## src/hw/rprc_pkg.sv

```systemverilog
package rprc_pkg;

    // register byte addresses
    localparam logic [11:0] REG_TARGET_ADDRESS_B3 = 12'h912;
    localparam logic [11:0] REG_TARGET_ADDRESS_B2 = 12'h913;
    localparam logic [11:0] REG_TARGET_ADDRESS_B1 = 12'h914;
    localparam logic [11:0] REG_TARGET_ADDRESS_B0 = 12'h915;
    localparam logic [11:0] REG_OWN_ADDRESS_B3 = 12'h916;
    localparam logic [11:0] REG_OWN_ADDRESS_B2 = 12'h917;
    localparam logic [11:0] REG_OWN_ADDRESS_B1 = 12'h918;
    localparam logic [11:0] REG_OWN_ADDRESS_B0 = 12'h919;
    localparam logic [11:0] REG_RANGE_CAL_HIGH = 12'h92C;
    localparam logic [11:0] REG_RANGE_CAL_LOW = 12'h92D;
    localparam logic [11:0] REG_ADDRESS_MATCH_WIDTH = 12'h931;
    localparam logic [11:0] REG_FREQ_ERROR_HIGH = 12'h954;
    localparam logic [11:0] REG_FREQ_ERROR_MID = 12'h955;
    localparam logic [11:0] REG_FREQ_ERROR_LOW = 12'h956;

    // address match width field
    localparam int MATCH_FIELD_HI = 7;
    localparam int MATCH_FIELD_LO = 6;
    localparam logic [1:0] MATCH_8 = 2'h0;
    localparam logic [1:0] MATCH_16 = 2'h1;
    localparam logic [1:0] MATCH_24 = 2'h2;
    localparam logic [31:0] MASK_8 = 32'h000000FF;
    localparam logic [31:0] MASK_16 = 32'h0000FFFF;
    localparam logic [31:0] MASK_24 = 32'h00FFFFFF;
    localparam logic [31:0] MASK_32 = 32'hFFFFFFFF;

    // event flag bit positions
    localparam int EV_W = 16;
    localparam int EV_TX_DONE = 0;
    localparam int EV_RX_DONE = 1;
    localparam int EV_SYNC = 2;
    localparam int EV_PREAMBLE = 3;
    localparam int EV_HEADER_OK = 4;
    localparam int EV_HEADER_BAD = 5;
    localparam int EV_CHECKSUM = 6;
    localparam int EV_TIMEOUT = 7;
    localparam int EV_INIT_OK = 8;
    localparam int EV_INIT_TIMEOUT = 9;
    localparam int EV_REPLY_DONE = 10;
    localparam int EV_REJECT = 11;
    localparam int EVENT_PINS = 3;

    // receive timeout special counts
    localparam logic [15:0] RX_COUNT_SINGLE = 16'h0000;
    localparam logic [15:0] RX_COUNT_CONTINUOUS = 16'hFFFF;

    // timebase ticks per timeout step
    localparam logic [7:0] STEP_TICKS_0 = 8'h01;
    localparam logic [7:0] STEP_TICKS_1 = 8'h04;
    localparam logic [7:0] STEP_TICKS_2 = 8'h10;
    localparam logic [7:0] STEP_TICKS_3 = 8'h40;

    // receive FIFO shape
    localparam int FIFO_WIDTH = 8;
    localparam int FIFO_DEPTH = 16;

    // command codes
    localparam logic [3:0] CMD_STANDBY = 4'h0;
    localparam logic [3:0] CMD_START_TRANSMIT = 4'h1;
    localparam logic [3:0] CMD_START_RECEIVE = 4'h2;
    localparam logic [3:0] CMD_CLEAR_EVENTS = 4'h3;
    localparam logic [3:0] CMD_EVENT_ROUTING = 4'h4;
    localparam logic [3:0] CMD_PACKET_STATUS = 4'h5;
    localparam logic [3:0] CMD_BUFFER_STATUS = 4'h6;
    localparam logic [3:0] CMD_CARRIER_FREQ = 4'h7;
    localparam logic [3:0] CMD_MODULATION = 4'h8;
    localparam logic [3:0] CMD_WRITE_REG = 4'h9;
    localparam logic [3:0] CMD_READ_REG = 4'hA;
    localparam logic [3:0] CMD_IQ_INVERT = 4'hB;
    localparam logic [3:0] CMD_RANGING_ROLE = 4'hC;

    typedef enum logic [2:0] {
        rc_standby_state = 3'b001,
        transmit_state = 3'b010,
        receive_state = 3'b100
    } rprc_mode_e;

    typedef struct packed {
        logic [3:0] op;
        logic [31:0] arg;
    } rprc_cmd_s;

    // per-packet report from the modem
    typedef struct packed {
        logic [7:0] packet_snr_estimate;
        logic [7:0] length;
        logic [7:0] start_offset;
        logic [19:0] freq_error_raw;
    } rprc_rx_info_s;

    typedef struct packed {
        rprc_mode_e mode;
        logic rx_continuous;
        logic timer_on;
        logic [15:0] remain;
        logic [7:0] prescale;
        logic [7:0] prescale_load;
        logic [EV_W-1:0] flags;
        logic [EV_W-1:0] enable;
        logic [EVENT_PINS-1:0][EV_W-1:0] pin_mask;
        logic [31:0] initiator_target_address;
        logic [31:0] responder_own_address;
        logic [7:0] address_match_width;
        logic [15:0] range_cal;
        logic [19:0] frequency_error_estimate;
        logic [7:0] snr;
        logic [7:0] length;
        logic [7:0] start_offset;
        logic [23:0] carrier_freq;
        logic [23:0] modulation;
        logic iq_invert;
        logic initiator;
        logic reply_start;
        logic rsp_valid;
        logic [31:0] rsp_data;
    } rprc_state_s;

    localparam rprc_state_s RPRC_STATE_RESET = '{mode: rc_standby_state, default: '0};

endpackage

```

## src/hw/rprc_ctrl.sv

```systemverilog
// What this block does
// after transmit or timeout, return to standby
// transmit timeout armed only for nonzero low count byte
// clear exactly the flags set in mask
// event pin is OR of enabled mapped flags
// receive count zero: single receive, no timeout
// receive count all ones: continuous receive
// other counts: timer, stopped on packet detection
// receive done raised regardless of packet validity
// separate receive event flags plus timeout flag
// packet status returns snr times four
// buffer status returns length and start offset
// signed 20-bit frequency error in three registers
// frequency error sign flips with inverted iq
// host avoids high spreading factors, narrow bandwidths
// responder address in four bytes, msb first
// match width field selects 8 to 32 bits
// responder answers only matching ranging requests
// initiator target address in four byte registers
// initiator and responder ranging event flags
// host configures both ranging ends identically
// carrier argument is synthesizer step count
// 16-bit ranging delay calibration in two registers
// timeout equals step length times count (receive) or its low byte (transmit)
`timescale 1ns/1ps

module rprc_fifo #(
    parameter int WIDTH = 8,
    parameter int DEPTH = 16
) (
    input wire logic sys_clk_i,
    input wire logic sys_rst_i,
    input wire logic ce_i,
    input wire logic in_valid_i,
    input wire logic [WIDTH-1:0] in_data_i,
    output logic in_ready_o,
    output logic out_valid_o,
    output logic [WIDTH-1:0] out_data_o,
    input wire logic out_ready_i
);
    localparam int AW = $clog2(DEPTH);

    typedef struct packed {
        logic [DEPTH-1:0][WIDTH-1:0] mem;
        logic [AW-1:0] rd_ptr;
        logic [AW-1:0] wr_ptr;
        logic [AW:0] count;
    } fifo_state_s;

    fifo_state_s st;
    fifo_state_s next_st;
    logic push;
    logic pop;

    always_comb
    begin
        next_st = st;
        push = in_valid_i && (st.count != (AW+1)'(DEPTH));
        pop = out_ready_i && (st.count != '0);
        if (push)
        begin
            next_st.mem[st.wr_ptr] = in_data_i;
            next_st.wr_ptr = (st.wr_ptr == AW'(DEPTH - 1)) ? '0 : st.wr_ptr + 1'b1;
        end
        if (pop)
            next_st.rd_ptr = (st.rd_ptr == AW'(DEPTH - 1)) ? '0 : st.rd_ptr + 1'b1;
        if (push && !pop)
            next_st.count = st.count + 1'b1;
        else if (pop && !push)
            next_st.count = st.count - 1'b1;
    end

    always_ff @(posedge sys_clk_i)
    begin
        if (sys_rst_i)
            st <= '0;
        else if (ce_i)
            st <= next_st;
    end

    assign in_ready_o = (st.count != (AW+1)'(DEPTH));
    assign out_valid_o = (st.count != '0);
    assign out_data_o = st.mem[st.rd_ptr];
endmodule

module rprc_ctrl
    import rprc_pkg::*;
(
    input wire logic sys_clk_i,
    input wire logic sys_rst_i,
    input wire logic ce_i,
    input wire logic cmd_valid_i,
    input wire rprc_cmd_s cmd_i,
    output logic cmd_ready_o,
    output logic rsp_valid_o,
    output logic [31:0] rsp_data_o,
    input wire logic tick_i,
    input wire logic tx_last_bit_i,
    input wire logic rx_preamble_i,
    input wire logic rx_sync_i,
    input wire logic rx_header_ok_i,
    input wire logic rx_header_bad_i,
    input wire logic rx_packet_i,
    input wire logic rx_checksum_bad_i,
    input wire rprc_rx_info_s rx_info_i,
    input wire logic rng_req_valid_i,
    input wire logic [31:0] rng_req_addr_i,
    input wire logic init_result_ok_i,
    input wire logic init_timeout_i,
    input wire logic reply_done_i,
    input wire logic rx_data_valid_i,
    input wire logic [FIFO_WIDTH-1:0] rx_data_i,
    output logic rx_data_ready_o,
    output logic buf_valid_o,
    output logic [FIFO_WIDTH-1:0] buf_data_o,
    input wire logic buf_ready_i,
    output rprc_mode_e mode_o,
    output logic [EVENT_PINS-1:0] event_pin_o,
    output logic [EV_W-1:0] event_flags_o,
    output logic [23:0] carrier_freq_o,
    output logic [23:0] modulation_o,
    output logic [31:0] target_addr_o,
    output logic [15:0] range_cal_o,
    output logic iq_invert_o,
    output logic initiator_o,
    output logic reply_start_o
);
    rprc_state_s st;
    rprc_state_s next_st;
    logic [EV_W-1:0] set_bits;
    logic [EV_W-1:0] clr_bits;
    logic [31:0] match_mask;
    logic [11:0] reg_addr;
    logic [7:0] reg_wdata;
    logic [7:0] reg_rdata;
    logic [7:0] step_load;
    logic timer_expire;
    logic [15:0] cmd_count;
    logic [19:0] fei_signed;

    rprc_fifo #(
        .WIDTH(FIFO_WIDTH),
        .DEPTH(FIFO_DEPTH)
    ) u_rx_fifo (
        .sys_clk_i(sys_clk_i),
        .sys_rst_i(sys_rst_i),
        .ce_i(ce_i),
        .in_valid_i(rx_data_valid_i),
        .in_data_i(rx_data_i),
        .in_ready_o(rx_data_ready_o),
        .out_valid_o(buf_valid_o),
        .out_data_o(buf_data_o),
        .out_ready_i(buf_ready_i)
    );

    always_comb
    begin
        reg_addr = cmd_i.arg[27:16];
        reg_wdata = cmd_i.arg[7:0];
        cmd_count = cmd_i.arg[15:0];
        case (cmd_i.arg[17:16])
            2'h0: step_load = STEP_TICKS_0;
            2'h1: step_load = STEP_TICKS_1;
            2'h2: step_load = STEP_TICKS_2;
            default: step_load = STEP_TICKS_3;
        endcase
        case (st.address_match_width[MATCH_FIELD_HI:MATCH_FIELD_LO])
            MATCH_8: match_mask = MASK_8;
            MATCH_16: match_mask = MASK_16;
            MATCH_24: match_mask = MASK_24;
            default: match_mask = MASK_32;
        endcase
        // register readback, unmapped addresses read zero
        case (reg_addr)
            REG_TARGET_ADDRESS_B3: reg_rdata = st.initiator_target_address[31:24];
            REG_TARGET_ADDRESS_B2: reg_rdata = st.initiator_target_address[23:16];
            REG_TARGET_ADDRESS_B1: reg_rdata = st.initiator_target_address[15:8];
            REG_TARGET_ADDRESS_B0: reg_rdata = st.initiator_target_address[7:0];
            REG_OWN_ADDRESS_B3: reg_rdata = st.responder_own_address[31:24];
            REG_OWN_ADDRESS_B2: reg_rdata = st.responder_own_address[23:16];
            REG_OWN_ADDRESS_B1: reg_rdata = st.responder_own_address[15:8];
            REG_OWN_ADDRESS_B0: reg_rdata = st.responder_own_address[7:0];
            REG_RANGE_CAL_HIGH: reg_rdata = st.range_cal[15:8];
            REG_RANGE_CAL_LOW: reg_rdata = st.range_cal[7:0];
            REG_ADDRESS_MATCH_WIDTH: reg_rdata = st.address_match_width;
            REG_FREQ_ERROR_HIGH: reg_rdata = {4'h0, st.frequency_error_estimate[19:16]};
            REG_FREQ_ERROR_MID: reg_rdata = st.frequency_error_estimate[15:8];
            REG_FREQ_ERROR_LOW: reg_rdata = st.frequency_error_estimate[7:0];
            default: reg_rdata = 8'h00;
        endcase
        // timer: prescale counts ticks of one step, remain counts steps
        timer_expire = st.timer_on && tick_i && (st.prescale == 8'h00)
            && (st.remain == 16'h0001);
        fei_signed = st.iq_invert ? 20'(-rx_info_i.freq_error_raw)
            : rx_info_i.freq_error_raw;

        next_st = st;
        next_st.rsp_valid = 1'b0;
        next_st.reply_start = 1'b0;
        set_bits = '0;
        clr_bits = '0;

        if (st.timer_on && tick_i)
        begin
            if (st.prescale == 8'h00)
            begin
                next_st.prescale = st.prescale_load - 8'h01;
                next_st.remain = st.remain - 16'h0001;
            end
            else
                next_st.prescale = st.prescale - 8'h01;
        end

        case (st.mode)
            transmit_state:
            begin
                if (tx_last_bit_i)
                begin
                    set_bits[EV_TX_DONE] = 1'b1;
                    next_st.mode = rc_standby_state;
                    next_st.timer_on = 1'b0;
                end
                else if (timer_expire)
                begin
                    set_bits[EV_TIMEOUT] = 1'b1;
                    next_st.mode = rc_standby_state;
                    next_st.timer_on = 1'b0;
                end
                if (init_result_ok_i)
                    set_bits[EV_INIT_OK] = 1'b1;
                if (init_timeout_i)
                    set_bits[EV_INIT_TIMEOUT] = 1'b1;
            end
            receive_state:
            begin
                set_bits[EV_PREAMBLE] = rx_preamble_i;
                set_bits[EV_SYNC] = rx_sync_i;
                set_bits[EV_HEADER_OK] = rx_header_ok_i;
                set_bits[EV_HEADER_BAD] = rx_header_bad_i;
                set_bits[EV_CHECKSUM] = rx_checksum_bad_i;
                set_bits[EV_REPLY_DONE] = reply_done_i;
                if (rx_preamble_i || rx_sync_i || rx_header_ok_i || rx_packet_i)
                begin
                    next_st.timer_on = 1'b0;
                end
                if (rx_packet_i)
                begin
                    set_bits[EV_RX_DONE] = 1'b1;
                    next_st.snr = rx_info_i.packet_snr_estimate;
                    next_st.length = rx_info_i.length;
                    next_st.start_offset = rx_info_i.start_offset;
                    next_st.frequency_error_estimate = fei_signed;
                    if (!st.rx_continuous)
                        next_st.mode = rc_standby_state;
                end
                else if (timer_expire && !rx_preamble_i && !rx_sync_i && !rx_header_ok_i)
                begin
                    set_bits[EV_TIMEOUT] = 1'b1;
                    next_st.mode = rc_standby_state;
                    next_st.timer_on = 1'b0;
                end
                if (rng_req_valid_i && !st.initiator)
                begin
                    if (((rng_req_addr_i ^ st.responder_own_address) & match_mask) == '0)
                        next_st.reply_start = 1'b1;
                    else
                        set_bits[EV_REJECT] = 1'b1;
                end
            end
            default:
            begin
                next_st.timer_on = 1'b0;
            end
        endcase

        if (cmd_valid_i)
        begin
            case (cmd_i.op)
                CMD_STANDBY:
                begin
                    next_st.mode = rc_standby_state;
                    next_st.timer_on = 1'b0;
                end
                CMD_START_TRANSMIT:
                begin
                    next_st.mode = transmit_state;
                    next_st.rx_continuous = 1'b0;
                    next_st.timer_on = (cmd_count[7:0] != 8'h00);
                    next_st.remain = {8'h00, cmd_count[7:0]};
                    next_st.prescale = step_load - 8'h01;
                    next_st.prescale_load = step_load;
                end
                CMD_START_RECEIVE:
                begin
                    next_st.mode = receive_state;
                    next_st.rx_continuous = (cmd_count == RX_COUNT_CONTINUOUS);
                    next_st.timer_on = (cmd_count != RX_COUNT_SINGLE)
                        && (cmd_count != RX_COUNT_CONTINUOUS);
                    next_st.remain = cmd_count;
                    next_st.prescale = step_load - 8'h01;
                    next_st.prescale_load = step_load;
                end
                CMD_CLEAR_EVENTS: clr_bits = cmd_i.arg[EV_W-1:0];
                CMD_EVENT_ROUTING:
                begin
                    case (cmd_i.arg[17:16])
                        2'h0: next_st.enable = cmd_i.arg[EV_W-1:0];
                        2'h1: next_st.pin_mask[0] = cmd_i.arg[EV_W-1:0];
                        2'h2: next_st.pin_mask[1] = cmd_i.arg[EV_W-1:0];
                        default: next_st.pin_mask[2] = cmd_i.arg[EV_W-1:0];
                    endcase
                end
                CMD_PACKET_STATUS:
                begin
                    next_st.rsp_valid = 1'b1;
                    next_st.rsp_data = {24'h000000, st.snr};
                end
                CMD_BUFFER_STATUS:
                begin
                    next_st.rsp_valid = 1'b1;
                    next_st.rsp_data = {16'h0000, st.length, st.start_offset};
                end
                CMD_CARRIER_FREQ: next_st.carrier_freq = cmd_i.arg[23:0];
                CMD_MODULATION: next_st.modulation = cmd_i.arg[23:0];
                CMD_WRITE_REG:
                begin
                    case (reg_addr)
                        REG_TARGET_ADDRESS_B3: next_st.initiator_target_address[31:24] = reg_wdata;
                        REG_TARGET_ADDRESS_B2: next_st.initiator_target_address[23:16] = reg_wdata;
                        REG_TARGET_ADDRESS_B1: next_st.initiator_target_address[15:8] = reg_wdata;
                        REG_TARGET_ADDRESS_B0: next_st.initiator_target_address[7:0] = reg_wdata;
                        REG_OWN_ADDRESS_B3: next_st.responder_own_address[31:24] = reg_wdata;
                        REG_OWN_ADDRESS_B2: next_st.responder_own_address[23:16] = reg_wdata;
                        REG_OWN_ADDRESS_B1: next_st.responder_own_address[15:8] = reg_wdata;
                        REG_OWN_ADDRESS_B0: next_st.responder_own_address[7:0] = reg_wdata;
                        REG_RANGE_CAL_HIGH: next_st.range_cal[15:8] = reg_wdata;
                        REG_RANGE_CAL_LOW: next_st.range_cal[7:0] = reg_wdata;
                        REG_ADDRESS_MATCH_WIDTH: next_st.address_match_width = reg_wdata;
                        default: next_st.address_match_width = st.address_match_width;
                    endcase
                end
                CMD_READ_REG:
                begin
                    next_st.rsp_valid = 1'b1;
                    next_st.rsp_data = {24'h000000, reg_rdata};
                end
                CMD_IQ_INVERT: next_st.iq_invert = cmd_i.arg[0];
                CMD_RANGING_ROLE: next_st.initiator = cmd_i.arg[0];
                default: next_st.rsp_valid = 1'b0;
            endcase
        end

        // a set in the same cycle as its clear wins
        next_st.flags = (st.flags & ~clr_bits) | set_bits;
    end

    always_ff @(posedge sys_clk_i)
    begin
        if (sys_rst_i)
            st <= RPRC_STATE_RESET;
        else if (ce_i)
            st <= next_st;
    end

    for (genvar p = 0; p < EVENT_PINS; p++)
    begin : g_pin
        assign event_pin_o[p] = |(st.flags & st.enable & st.pin_mask[p]);
    end

    assign cmd_ready_o = 1'b1;
    assign rsp_valid_o = st.rsp_valid;
    assign rsp_data_o = st.rsp_data;
    assign mode_o = st.mode;
    assign event_flags_o = st.flags;
    assign carrier_freq_o = st.carrier_freq;
    assign modulation_o = st.modulation;
    assign target_addr_o = st.initiator_target_address;
    assign range_cal_o = st.range_cal;
    assign iq_invert_o = st.iq_invert;
    assign initiator_o = st.initiator;
    assign reply_start_o = st.reply_start;
endmodule

```

## config.mk

```make
export PLATFORM = sky130hd
export DESIGN_NAME = rprc_ctrl
export DESIGN_NICKNAME = d
export VERILOG_FILES = /design/src/hw/rprc_pkg.sv /design/src/hw/rprc_ctrl.sv
export SDC_FILE = /design/constraint.sdc
export NUM_CORES = 1
export LEC_CHECK = 0
export ABC_AREA = 1
export BUFFER_PORTS_ARGS = -buffer_cell sky130_fd_sc_hd__buf_2
export CAP_MARGIN = 10
export CORE_UTILIZATION = 38
export CTS_BUF_LIST = sky130_fd_sc_hd__clkbuf_4 sky130_fd_sc_hd__clkbuf_8
export DETAILED_ROUTE_END_ITERATION = 8
export PLACE_DENSITY = 0.62
export SETUP_SLACK_MARGIN = 0.3
export SYNTH_ARGS = -nofsm -noshare
export SYNTH_HDL_FRONTEND = slang
export SYNTH_HIERARCHICAL = 1
export SYNTH_SLANG_ARGS = --single-unit
export TNS_END_PERCENT = 10
```

## constraint.sdc

```tcl
create_clock -name sys_clk_i -period 5 [get_ports sys_clk_i]
set_input_delay 0.5 -clock sys_clk_i [delete_from_list [all_inputs] [get_ports sys_clk_i]]
set_output_delay 0.5 -clock sys_clk_i [all_outputs]
set_load 0.02 [all_outputs]
```

# Word-level counts from Yosys, hierarchy flattened
# Index checks and enable logic that the tools add are counted.
# W data, S select, Z words.
# op_classes
n_addsub	9
magnitude_cmp	3
eq_ne	38
mux	56
bitwise_logic	10
n_reduce_logical	63
# ops
op	count
$pmux W32 S3	2
$eq A12 B12 Y1 const B	14
$bwmux W128	1
$pmux W8 S14	1
$and A16 B16 Y16	5
$pmux W32 S2	1
$reduce_and A4 Y1	15
$mux W16	3
$reduce_or A16 Y1	3
$mux W37	1
$mux W33	1
$and A32 B32 Y32	1
$bmux W8 S4	1
$demux W8 S4	1
$logic_not A32 Y1	1
$xor A32 B32 Y32	1
$eq A4 B4 Y1 const B	7
$mux W24	1
$mux W8	3
$sub A8 B1 Y8 const B	3
$pmux W7 S3	1
$reduce_and A3 Y1	7
$mux W1	20
$mux W20	1
43 further kinds	84
# word_totals
reg_bits	474
input_bits	138
wordCells	231

# Longest topological paths before layout
# logic_depth
depth_word	11
depth_mapped	15
depth_no_buf	14

# Hierarchy
# Netlist, hierarchy kept.
# by_module_without_submodules
module	instances	cells_per_inst	area_per_inst_um2	seq_area_each_um2
rprc_ctrl	1	2179	15637.5	6266.0
rprc_fifo	1	1229	7820.0	2822.7

# Least setup slack after synthesis
# No wires, ideal clock.
# synth_timing
kind	input -> register
startpoint	input port rx_data_valid_i
endpoint	register u_rx_fifo/st[4] (netlist name)
arrival_time_ps	2098
t_required_ps	4930
slack_ps	2831
cell_stages	13
path_buffers	2
path_cell_list	clkbuf_8 -> buf_8 -> nand2_1 -> inv_1 -> ha_1 -> inv_1 -> ha_1 -> or2_2 -> nand2_1 -> nand2_1 -> nand2_1 -> nand2_1 -> a21oi_1
# synth_between
elab_chain_cells	5
# synth_rtl
item	line_no	source
start, declared	rprc_ctrl.sv:111	input wire logic rx_data_valid_i,
$logic_and A1 B1 Y1 (*)	rprc_ctrl.sv:58	push = in_valid_i && (st.count != (AW+1)'(DEPTH));
$logic_not A1 Y1	rprc_ctrl.sv:69	else if (pop && !push)
$logic_and A1 B1 Y1	rprc_ctrl.sv:69	
$reduce_bool A2 Y1 (no source line)	n/a	
$reduce_and A2 Y1 (no source line)	n/a	
end signal, assigned	rprc_ctrl.sv:78	st <= next_st;
end, declared	rprc_ctrl.sv:50	fifo_state_s st;
# Mark *: on every way between the ends. The rest lies on a longest branch, timed or not.
# A chain may end at the register's enable or synchronous reset.

# Worst setup path after layout
# layout_timing
startpoint	register u_rx_fifo/st[9] (netlist name)
endpoint	output port buf_data_o[4]
# layout_between
elab_chain_cells	2
# layout_rtl
item	line_no	source
$bmux W8 S4	rprc_ctrl.sv:83	assign out_data_o = st.mem[st.rd_ptr];
$mux W8 (not written as such)	rprc_ctrl.sv:83	
end, declared	rprc_ctrl.sv:115	output logic [FIFO_WIDTH-1:0] buf_data_o,
# No other way between the ends. The select of a mux whose other input is x is not followed.

==> tab_implementation.tex <==
\begin{tabular}{lr}
\hline
Metric & Value \\
\hline
\multicolumn{2}{l}{\textbf{STA}} \\
Setup slack of the critical path after layout & 1.44 ns \\
Final Slew Violations & 0 \\
Worst hold slack & 0.0640 ns \\
Setup tns final & 0 ns \\
Crit path time final & 3.56 ns \\
Max Clock Skew & 0.0379 ns \\
Final period utilization & 0.712 \\
Pin slew with the least headroom to its limit & 1.20 ns \\
Final hold violations & 0 \\
Maximum achievable frequency & 281 MHz \\
Slew margin rel. & 0.198 \\
RSZ-0062 raised after global routing & no \\
Final Setup Violations & 0 \\
\multicolumn{2}{l}{\textbf{Worst setup path}} \\
Largest driver fanout on the critical path & 95 \\
R2r setup slk & 2.47 ns \\
Delay-heaviest family, CP & buffers and inverters \\
Worst path cell trace & buf\_4, o21ai\_0, o21ai\_0, nand2\_1, nand2\_1, inv\_1, nand2\_1, buf\_2 \\
Count of cells along the worst register-to-register path & 9 \\
Kind of start point of the critical path & flip-flop \\
Number of buffers and inverters on the critical path & 3 \\
Top cell by count, worst path & sky130\_fd\_sc\_hd\_\_nand2\_1 \\
Critical Path Max Stage Delay & 0.75 ns \\
Worst setup path startpoint & u\_rx\_fifo/st[9] \\
Crit-path slowest cell & sky130\_fd\_sc\_hd\_\_buf\_4 \\
Worst R2R Start & mode\_o[0] \\
Crit path capture type & output pin \\
Classification of the worst setup path & reg2out \\
Capture instance of the worst register-to-register path & st[113] \\
CP arrival & 3.06 ns \\
Required time of the critical path & 4.50 ns \\
\multicolumn{2}{l}{\textbf{Floorplan}} \\
Number of placement rows & 90 \\
Die area & 62,700 sq um \\
Number of I/O pins & 303 \\
Width of the chip & 250 um \\
Starting utilization of the core area & 0.386 \\
Floorplan core area & 60,700 sq um \\
Overall die height & 250 um \\
\multicolumn{2}{l}{\textbf{Routing}} \\
Post-DR vias/cell & 5.07 \\
Total number of vias & 21.9k \\
DRT antenna net count & 0 \\
Total iterations of the first detailed-routing run & 6 \\
Number of DRC markers after the initial detailed-route iteration & 1,952 \\
Routed Wire Length & 74,800 um \\
Average wire per standard cell & 17.3 um \\
DRC violations left & 0 \\
\multicolumn{2}{l}{\textbf{Clock network}} \\
Clk pin slew, worst setup/hold paths & 0.06 ns \\
Clock tree root buffer cell & sky130\_fd\_sc\_hd\_\_clkbuf\_8 \\
Num CTS Buffers & 81 \\
Number of sinks on the clock net & 454 \\
H-tree Lvls & 3 \\
TritonCTS clock tree & yes \\
Clk Latency, worst-skew pair & 0.66 ns \\
Number of buffers inserted by post-CTS setup repair & 0 \\
Hold bufs inserted after CTS & 0 \\
Largest buffer count on any clock path & 3 \\
Count of cells resized by post-cts repair & 0 \\
\multicolumn{2}{l}{\textbf{Power and ir drop}} \\
Pwr/cell area & 326 nW/um\^{}2 \\
Total Power & 8.37 mW \\
Switching power summed over all nets & 2.35 mW \\
Logic gate share of total power & 0.117 \\
Seq pwr share & 0.445 \\
Relative contribution of the clock network to total power & 0.438 \\
Sw frac & 0.281 \\
Cell-internal power & 6.02 mW \\
Highest ir drop seen on vdd & 0.214 mV \\
Leakage Power & 11.8 nW \\
\multicolumn{2}{l}{\textbf{Logic synthesis}} \\
Synthesis Warnings & 6 \\
Cell type with the largest total area after synthesis & sky130\_fd\_sc\_hd\_\_dfxtp\_1 \\
Cells taking the most area after synthesis & sky130\_fd\_sc\_hd\_\_dfxtp\_1, sky130\_fd\_sc\_hd\_\_nand2\_1, sky130\_fd\_sc\_hd\_\_nor2\_1 \\
Post-synth design cell area & 23,500 sq um \\
Synthesis-stage register bit count & 454 \\
Yosys top cell area share & 0.387 \\
Synth cell types & 51 \\
Async set-reset flop share out of synthesis & 0 \\
Main flop type after synthesis & sky130\_fd\_sc\_hd\_\_dfxtp\_1 \\
Synthesized instance count & 3,408 \\
Sequential fraction of the synthesis area & 0.387 \\
Number of synthesized flops with an enable pin & 0 \\
Mean area per synthesized cell & 6.88 sq um \\
\multicolumn{2}{l}{\textbf{Final layout}} \\
Highest-count cells in the layout ignoring fill and taps & sky130\_fd\_sc\_hd\_\_nand2\_1, sky130\_fd\_sc\_hd\_\_nor2\_1, sky130\_fd\_sc\_hd\_\_dfxtp\_1 \\
Non-filler instance count after layout & 4,317 \\
Syn-to-layout area delta & 9.31\% \\
Most frequent standard cell in the layout excluding fill and tap cells & sky130\_fd\_sc\_hd\_\_nand2\_1 \\
Number of nets in the finished design & 3,626 \\
Ratio of cells with drive above 1 in the final layout & 0.147 \\
\multicolumn{2}{l}{\textbf{Run}} \\
Total of max-cap violations & 0 \\
\multicolumn{2}{l}{\textbf{Global route}} \\
Via count of the first global-routing pass & 19.9k \\
Wire length of the first global-routing pass & 115,000 um \\
Pin count of the biggest net entering global routing & 97 \\
Aggregate global routing overflow & 0 \\
Overall fraction of global-route tracks in use & 0.233 \\
Antenna violations before repair & 2 \\
\multicolumn{2}{l}{\textbf{Placed design}} \\
Final weighted congestion in routability-driven placement & 0.923 \\
Worst setup timing slack at the placement stage & 1.79 ns \\
HPWL Detailed & 51,300 um \\
Port buffer count & 281 \\
Number of cells in the design after placement & 4,172 \\
\multicolumn{2}{l}{\textbf{Hold path}} \\
Hold Crit Endpoint & st[95] \\
Beginning of the worst hold path & rx\_info\_i[31] \\
Worst Hold Class & in2reg \\
Number of instances on the worst hold path & 3 \\
\multicolumn{2}{l}{\textbf{Status}} \\
Run status & completed \\
\hline
\end{tabular}
power by group through the flow:
| stage | sequential, mW | combinational [mW] | clock, mW |
|---|---|---|---|
| CTS | 3.73 | 0.973 | 3.75 |
| finish | 3.73 | 0.977 | 3.67 |
| global route | 3.73 | 1.09 | 3.91 |
| detailed placement | 3.80 | 0.969 | 0 |
| global placement | 3.80 | 0.969 | 0 |
| floorplan | 3.77 | 0.711 | 0 |
metal layers:
layer / track usage / wire length [um] / share of wire
met1: 0.319 / 33800 / 0.45
met4: 0.0773 / 1910 / 0.026
met5: 0 / 0 / 0
met2: 0.367 / 33700 / 0.45
met3: 0.0439 / 5400 / 0.072
cells in the mapped netlist, types with 7 or more instances:
| library cell | instances |
|---|---|
| sky130_fd_sc_hd__nand2_1 | 721 |
| sky130_fd_sc_hd__nor2_1 | 476 |
| sky130_fd_sc_hd__dfxtp_1 | 454 |
| sky130_fd_sc_hd__a21oi_1 | 303 |
| sky130_fd_sc_hd__inv_1 | 292 |
| sky130_fd_sc_hd__o21ai_0 | 279 |
| sky130_fd_sc_hd__nand3_1 | 256 |
| sky130_fd_sc_hd__buf_4 | 157 |
| sky130_fd_sc_hd__clkbuf_1 | 104 |
| sky130_fd_sc_hd__o211ai_1 | 54 |
| sky130_fd_sc_hd__buf_2 | 36 |
| sky130_fd_sc_hd__xnor2_1 | 30 |
| sky130_fd_sc_hd__nand4_1 | 21 |
| sky130_fd_sc_hd__nor2_2 | 21 |
| sky130_fd_sc_hd__buf_6 | 18 |
| sky130_fd_sc_hd__nand4_4 | 16 |
| sky130_fd_sc_hd__nor3_1 | 15 |
| sky130_fd_sc_hd__ha_1 | 14 |
| sky130_fd_sc_hd__xor2_1 | 14 |
| sky130_fd_sc_hd__a31oi_1 | 11 |
| sky130_fd_sc_hd__a211oi_1 | 10 |
| sky130_fd_sc_hd__inv_2 | 10 |
| sky130_fd_sc_hd__nor2_4 | 10 |
| sky130_fd_sc_hd__a221oi_1 | 8 |
| sky130_fd_sc_hd__clkbuf_8 | 8 |
| sky130_fd_sc_hd__or2_2 | 8 |
| sky130_fd_sc_hd__clkinv_1 | 7 |
logic make-up after synthesis:
family	Yosys count	share of synthesized area
adder cells (fa/ha/maj)	15	0.00832
other	2	0.000320
flip-flops	454	0.387
buffers and inverters	637	0.139
AO/OA/AOI/OAI	692	0.159
AND/OR/NAND/NOR	1564	0.290
XOR/XNOR	44	0.0164
how the worst max path moves through the flow:
stage,cells past startpoint,endpoint
floorplan,13,u_rx_fifo/st[4]
global placement,10,st[120]
detailed placement,9,st[113]
CTS,8,buf_data_o[4]
global route,8,buf_data_o[4]
finish,8,buf_data_o[4]
registers in the layout, summed over array words and instances, names as in the netlist, 3 cells and up:
name            flops
st                178
u_rx_fifo/st      141
target_addr_o      32
carrier_freq_o     24
modulation_o       24
event_flags_o      16
range_cal_o        16
rsp_data_o         16
mode_o              3
worst reg2reg max path: cells and delay by family (launching register included):
family | cells | cell delay, ns
buffers and inverters | 4 | 0.74
DFF | 1 | 0.35
and+or+nand+nor | 3 | 1.04
AOI/OAI and AO/OA | 2 | 0.30
through the flow:
stage | util | cell area (sq um)
6_report | 0.422 | 25600
5_1_grt | 0.422 | 25600
4_1_cts | 0.422 | 25600
3_5_place_dp | 0.394 | 23900
3_3_place_gp | 0.394 | 23900
2_1_floorplan | - | 23500
final cells by class:
cell class              count  area, sq um
multi-input cells        2332        11200
diodes                      2         5.00
flip-flops and latches    454         9090
fillers                  6426        35100
repair buffers            295         1510
clock buffers             133         1600
well taps                 782          978
clock inverters            10          104
inverters                 309         1160
No activity file was read; power rests on OpenSTA's default activity.
